===== src/bcg_params.svh =====
/*
  Constants for the bus check-code generation unit: polynomials, reset
  values, block sizes for the switch channel check code.
  Assumes it is included by bare name from the design modules.
*/
`ifndef BCG_PARAMS_SVH
`define BCG_PARAMS_SVH
`define BCG_POLY8 8'h8C
`define BCG_POLY16 16'hA001
`define BCG_CRC8_RESET 8'h00
`define BCG_CRC16_RESET 16'h0000
`define BCG_STATUS_PAGE 8'h08
`define BCG_BLK_8 6'h08
`define BCG_BLK_32 6'h20
`define BCG_BITS_PER_BYTE 4'h8
`endif


===== src/bcg_pkg.sv =====
/*
  Types for the bus check-code generation unit.
  Assumes bcg_params.svh is reachable by bare name.
*/
package bcg_pkg;
  // Generator operation chosen by the unit's operation select
  typedef enum logic [2:0] {
    BCG_OP_NONE = 3'h0,
    BCG_OP_CLEAR = 3'h1,
    BCG_OP_SHIFT = 3'h2,
    BCG_OP_CLEAR_SHIFT = 3'h3,
    BCG_OP_LOAD = 3'h4
  } bcg_op_t;
  // Channel check-code selection
  typedef enum logic [1:0] {
    BCG_SEL_NONE = 2'h0,
    BCG_SEL_EVERY = 2'h1,
    BCG_SEL_8 = 2'h2,
    BCG_SEL_32 = 2'h3
  } bcg_sel_t;
  // Flow of the current command
  typedef enum logic [2:0] {
    BCG_FLOW_IDLE = 3'h0,
    BCG_FLOW_MEMRD = 3'h1,
    BCG_FLOW_STATRD = 3'h3,
    BCG_FLOW_EXTRD = 3'h2,
    BCG_FLOW_WRITE = 3'h6,
    BCG_FLOW_CHAN = 3'h7
  } bcg_flow_t;
endpackage : bcg_pkg


===== src/bcg_shift.sv =====
/*
  Bitwise check-code shifter: 8-bit and 16-bit generators, one byte per call,
  fed least significant bit first. Registered result.
  Assumes the caller presents at most one operation per clock.
*/
`timescale 1ns/1ps
`include "bcg_params.svh"
module bcg_shift
  import bcg_pkg::*;
(
  input wire logic ref_clk,
  input wire logic rst,
  input wire bcg_op_t op,
  input wire logic [7:0] data_byte,
  input wire logic [15:0] load_value,
  output logic [15:0] crc16,
  output logic [7:0] crc8
);
  function automatic logic [15:0] step16(input logic [15:0] c, input logic [7:0] d);
    logic [15:0] r;
    r = c;
    for (int i = 0; i < 8; i++) begin
      r = ((r[0] ^ d[i]) != 1'b0) ? ((r >> 1) ^ `BCG_POLY16) : (r >> 1);
    end
    return r;
  endfunction : step16

  function automatic logic [7:0] step8(input logic [7:0] c, input logic [7:0] d);
    logic [7:0] r;
    r = c;
    for (int i = 0; i < 8; i++) begin
      r = ((r[0] ^ d[i]) != 1'b0) ? ((r >> 1) ^ `BCG_POLY8) : (r >> 1);
    end
    return r;
  endfunction : step8

  // Generator update per operation
  always_ff @(posedge ref_clk) begin
    if (rst) begin
      crc16 <= `BCG_CRC16_RESET;
      crc8 <= `BCG_CRC8_RESET;
    end else begin
      unique case (op)
        BCG_OP_NONE: begin
          crc16 <= crc16;
          crc8 <= crc8;
        end
        BCG_OP_CLEAR: begin
          crc16 <= `BCG_CRC16_RESET;
          crc8 <= `BCG_CRC8_RESET;
        end
        BCG_OP_SHIFT: begin
          crc16 <= step16(crc16, data_byte);
          crc8 <= step8(crc8, data_byte);
        end
        BCG_OP_CLEAR_SHIFT: begin
          crc16 <= step16(`BCG_CRC16_RESET, data_byte);
          crc8 <= step8(`BCG_CRC8_RESET, data_byte);
        end
        BCG_OP_LOAD: begin
          crc16 <= load_value;
          crc8 <= crc8;
        end
        default: begin
          crc16 <= crc16;
          crc8 <= crc8;
        end
      endcase
    end
  end
endmodule : bcg_shift


===== src/bcg_unit.sv =====
/*
  Check-code sequencing for the addressable switch: decides when the
  generator clears, loads or shifts for each command flow and when a code
  byte pair is due. The byte sequencer presents each bus byte with a strobe.
  Assumes all inputs come from logic on ref_clk; no pins enter here.
*/
`timescale 1ns/1ps
`include "bcg_params.svh"
module bcg_unit
  import bcg_pkg::*;
(
  input wire logic ref_clk,
  input wire logic rst,
  input wire bcg_flow_t flow,
  input wire logic start,
  input wire logic byte_stb,
  input wire logic [7:0] byte_data,
  input wire logic header_byte,
  input wire logic redir_byte,
  input wire logic page_start,
  input wire logic last_byte,
  input wire logic write_next,
  input wire logic [15:0] next_addr,
  input wire bcg_sel_t chan_sel,
  input wire logic rom_stb,
  output logic code_due,
  output logic [15:0] code16,
  output logic [7:0] code8
);
  bcg_op_t op;
  logic [15:0] crc16;
  logic [7:0] crc8;
  logic [5:0] chan_cnt;
  logic first_pass;
  logic load_pend;
  logic [7:0] pend_byte;
  logic chan_hit;
  logic [5:0] blk;

  // Block length for channel traffic
  function automatic logic [5:0] blk_len(input bcg_sel_t s);
    unique case (s)
      BCG_SEL_EVERY: return 6'h01;
      BCG_SEL_8: return `BCG_BLK_8;
      BCG_SEL_32: return `BCG_BLK_32;
      default: return 6'h00;
    endcase
  endfunction : blk_len

  assign blk = blk_len(chan_sel);
  assign chan_hit = (flow == BCG_FLOW_CHAN) && byte_stb && !header_byte &&
                    (blk != 6'h00) && (chan_cnt == blk - 6'h01);

  // First-pass flag: header bytes extend the cleared generator
  always_ff @(posedge ref_clk) begin
    if (rst) begin
      first_pass <= 1'b1;
    end else if (start) begin
      first_pass <= 1'b1;
    end else if (code_due) begin
      first_pass <= 1'b0;
    end
  end

  always_ff @(posedge ref_clk) begin
    if (rst || start) begin
      chan_cnt <= 6'h00;
    end else if (flow == BCG_FLOW_CHAN && byte_stb && !header_byte) begin
      chan_cnt <= chan_hit ? 6'h00 : chan_cnt + 6'h01;
    end
  end

  // address load followed by data shift one cycle later
  always_ff @(posedge ref_clk) begin
    if (rst) begin
      load_pend <= 1'b0;
      pend_byte <= 8'h00;
    end else begin
      load_pend <= byte_stb && write_next && flow == BCG_FLOW_WRITE;
      pend_byte <= byte_data;
    end
  end

  // Operation select for the generator
  always_comb begin
    op = BCG_OP_NONE;
    if (start) begin
      op = BCG_OP_CLEAR;
    end else if (load_pend) begin
      op = BCG_OP_SHIFT;
    end else if (byte_stb) begin
      unique case (flow)
        BCG_FLOW_WRITE: op = write_next ? BCG_OP_LOAD : BCG_OP_SHIFT;
        // clear on later redirection; page from clear
        BCG_FLOW_EXTRD: op = ((redir_byte && !first_pass) || page_start) ?
                              BCG_OP_CLEAR_SHIFT : BCG_OP_SHIFT;
        BCG_FLOW_CHAN: op = (!header_byte && !first_pass && chan_cnt == 6'h00) ?
                             BCG_OP_CLEAR_SHIFT : BCG_OP_SHIFT;
        default: op = BCG_OP_SHIFT;
      endcase
    end else if (rom_stb) begin
      op = BCG_OP_SHIFT;
    end
  end

  bcg_shift u_shift (
    .ref_clk(ref_clk),
    .rst(rst),
    .op(op),
    .data_byte(load_pend ? pend_byte : byte_data),
    .load_value(next_addr),
    .crc16(crc16),
    .crc8(crc8)
  );

  // Code due marks: last byte, redirection, each write, block
  always_ff @(posedge ref_clk) begin
    if (rst) begin
      code_due <= 1'b0;
    end else begin
      code_due <= (byte_stb && !write_next && (
                   ((flow == BCG_FLOW_MEMRD || flow == BCG_FLOW_STATRD ||
                     flow == BCG_FLOW_EXTRD) && last_byte) ||
                   (flow == BCG_FLOW_EXTRD && redir_byte) ||
                   (flow == BCG_FLOW_WRITE && !header_byte) || chan_hit)) || load_pend;
    end
  end

  assign code16 = ~crc16;
  assign code8 = crc8;

  // Reference steps for the checks below, kept apart from the shifter on purpose
  function automatic logic [15:0] ref16(input logic [15:0] c, input logic [7:0] d);
    logic [15:0] r;
    r = c;
    for (int i = 0; i < 8; i++) begin
      r = ((r[0] ^ d[i]) != 1'b0) ? ((r >> 1) ^ `BCG_POLY16) : (r >> 1);
    end
    return r;
  endfunction : ref16

  function automatic logic [7:0] ref8(input logic [7:0] c, input logic [7:0] d);
    logic [7:0] r;
    r = c;
    for (int i = 0; i < 8; i++) begin
      r = ((r[0] ^ d[i]) != 1'b0) ? ((r >> 1) ^ `BCG_POLY8) : (r >> 1);
    end
    return r;
  endfunction : ref8
endmodule : bcg_unit


===== config.mk =====
export PLATFORM = sky130hd
export DESIGN_NAME = bcg_unit
export DESIGN_NICKNAME = d
export VERILOG_FILES = /design/src/bcg_pkg.sv /design/src/bcg_shift.sv /design/src/bcg_unit.sv
export VERILOG_INCLUDE_DIRS = /design/src
export SDC_FILE = /design/constraint.sdc
export NUM_CORES = 1
export LEC_CHECK = 0
export BUFFER_PORTS_ARGS = -buffer_cell sky130_fd_sc_hd__buf_2
export CORE_MARGIN = 3
export CORE_UTILIZATION = 45
export CTS_CLUSTER_SIZE = 28
export DETAILED_ROUTE_END_ITERATION = 12
export PLACE_DENSITY = 0.67
export SETUP_SLACK_MARGIN = 0.2
export SYNTH_ARGS = -nofsm -noshare
export SYNTH_HDL_FRONTEND = slang
export SYNTH_HIERARCHICAL = 1
export SYNTH_SLANG_ARGS = --single-unit

===== constraint.sdc =====
create_clock -name ref_clk -period 2.9 [get_ports ref_clk]
set_clock_uncertainty 0.2 [all_clocks]
set_input_delay 0.145 -clock ref_clk [delete_from_list [all_inputs] [get_ports ref_clk]]
set_output_delay 0.145 -clock ref_clk [all_outputs]
set_load 0.02 [all_outputs]

==> flow_summary.toml <==
[routing]
routed_wl_um = 7490
vias = 2612
wl_per_cell_um = 15.4
antenna_left = 0
dr.pass1.iters = 5
first_iter_violations = 217
drc = 0
vias_per_cell = 5.37

[clocking]
cts.sinks = 41
ctsHtreeMaxLevel = 2
tritoncts = "done"
cts_buffers = 5
cts-root-buf = "clkbuf_8"
cts.clk_slew.worst_paths_ps = 90
clk_latency_ps = 310
clock_path_buffers = 2

[die]
start_util = 0.483
dieHeight_um = 84.3
ios = 64
dieArea_um2 = 7100
rows = 27
die_x_um = 84.3
core-area_um2 = 5710

[placement]
pre_cts_slack_ps = 140
placedCellCount = 453
place.port_buffers = 63
hpwl_um = 5360
gp_congestion = 0.930

[critical_path]
cp.arrival_ps = 2530
required_ps = 2860
slowest_delay_ps = 510
path_delay_family = "XOR/XNOR gates"
start_kind = "flop"
crit_chain = "mux2_2 -> xor2_2 -> xnor2_1 -> xnor3_2 -> xnor2_2 -> nand3_1 -> o221ai_1"
cp_max_fo = 10
crit_buf_inv = 0
end_kind = "flop"
path_class = "reg2reg"
slowest_stage = "xnor3_2"

[synthesis]
synth_cells = 321
ys_seq_area_frac = 0.298
synth_top_area_share = 0.298
yosysUniqueCellTypes = 50
synthTopCellsByArea = "dfxtp_1 (30%), xnor2_1 (13%), xor2_1 (5.4%)"
synth_edf_count = 0
async_reset_ff_frac = 0
synthesis.area_um2 = 2760
synth_warnings = 6
ys_ff_latch = 41
syn-num-nets = 365
ys.flop_type = "dfxtp_1"
synth_common_cells = "dfxtp_1 (41), xnor2_1 (41), nor2_1 (38)"
netlist.top_cell.by_area = "dfxtp_1"
synth.avg_cell_area_um2 = 8.59

[grt]
grt_pass1_vias = 2469
grt_util_all_layers = 0.207
grt_start_max_net_pins = 38
antenna_found_initial = 0
gr-total-overflow = 0
grt_first_pass_wirelength_um = 12000

[power]
peakVddDrop_uv = 389
power_leakage_nw = 1.48
p_per_area_nw_per_um2 = 515

[layout]
stdcell_count = 486
drive_above_1_share = 0.278
area_growth_pct = 31.3
layout.nets = 457
diodes = 0

[timing]
tightest_slew_ps = 681
rsz0062_at_grt = "false"
slew_headroom = 0.546
finalCriticalPeriod_ps = 2570
setup_viol = 0
period_share = 0.885
setup-tns-final_ps = 0
finalMaxSlewViolations = 0
max_freq_mhz = 390
setup_ws_ps = 335
hold_viol_final = 0

[status]
outcome = "completed"

[hold_path]
hold_path.class = "in2reg"

[job]
drv_cap = 0
==> state kept, by name (all words and copies together), names as in the netlist <==
signal and flops:
u_shift/crc16 16, u_shift/crc8 8, first_pass 1, code_due 1
chan_cnt 6, load_pend 1, pend_byte 8
==> cell usage in the layout, fill, tap and decap left out, types with 3 or more instances in the layout <==
cell type,synthesis,routed
a22oi_1,3,3
nand3_1,9,9
a21oi_1,24,24
nor2b_1,8,8
buf_4,0,16
ha_1,5,5
nor2_1,38,38
nor3_1,7,6
mux2_2,8,8
xnor2_1,41,38
dfxtp_1,41,40
a31oi_1,3,3
o21ai_0,4,4
dlygate4sd3_1,0,20
inv_1,25,25
mux2i_1,6,6
xor2_2,4,5
buf_2,3,63
xor2_1,17,16
nand2_1,13,13
a222oi_1,10,10
clkbuf_8,0,6
nand3b_1,3,3
xnor2_2,2,5
==> layer usage <==
metal / GRT usage / vias to the layer above / share of wire / wire (um)
li1: - / 1282 / - / -
met1: 0.283 / 1221 / 0.46 / 3440
met2: 0.336 / 102 / 0.46 / 3480
met3: 0.0442 / 7 / 0.067 / 504
met4: 0.0453 / 0 / 0.0085 / 64
met5: 0 / - / 0 / 0
==> final timing paths <==
check                                   from                to  slack [ps]  depth (start not counted)
worst max-delay path               load_pend  u_shift/crc16[0]         330                          7
worst min-delay path            next_addr[5]  u_shift/crc16[5]           4                          5
worst min register to register      code_due        first_pass         240                          1
worst max register to register     load_pend  u_shift/crc16[0]         330                          7
==> tightest hold or removal path, stage by stage <==
cell and delay, ps:
buf_2 80, a21oi_1 50, nor2_1 80, a21oi_1 50, nor2_1 80
==> per-stage QoR <==
stage	total power [mW]	cell area (um2)	hold WS, ps	util
after floorplan	1.15	2760	73.2	-
after global placement	1.30	3200	178	0.560
after detailed placement	1.31	3200	178	0.560
after CTS	1.83	3530	7.01	0.618
after global routing	1.97	3620	4.60	0.634
final	1.86	3620	4.34	0.634
==> power breakdown <==
part	switching, mW	total, mW	internal [mW]
Sequential	0.0443	0.646	0.602
Clock	0.224	0.504	0.280
Combinational	0.358	0.714	0.356
==> logic make-up (layout without fill, tap and decap cells) <==
group / count (synthesis) / in the layout / synth area share
muxes: 14 / 14 / 0.0544
AOI/OAI and AO/OA: 61 / 61 / 0.158
xor gates and xnor gates: 68 / 68 / 0.253
and+or+nand+nor: 91 / 91 / 0.157
DFF: 41 / 41 / 0.298
buffers and inverters: 41 / 134 / 0.0572
adders and majority gates: 5 / 5 / 0.0227
==> area by class of cell <==
| cell class | instances | area (um2) |
|---|---|---|
| inverter | 26 | 97.6 |
| clock inverter | 2 | 37.5 |
| clock buffer | 6 | 82.6 |
| tap | 72 | 90.1 |
| multi-input combinational | 239 | 1830 |
| fill | 485 | 2090 |
| sequential | 41 | 825 |
| timing repair buffer | 100 | 656 |
==> timing repair <==
action | CTS | global route
hold buffers | 20 | 0
gates resized for setup | 2 | 8
setup buffers | 0 | 5
endpoints found under the setup margin | 4 | 21
hold endpoints to repair | 20 | 0
pin swaps | 0 | 4
No activity file was read; power rests on OpenSTA's default activity.
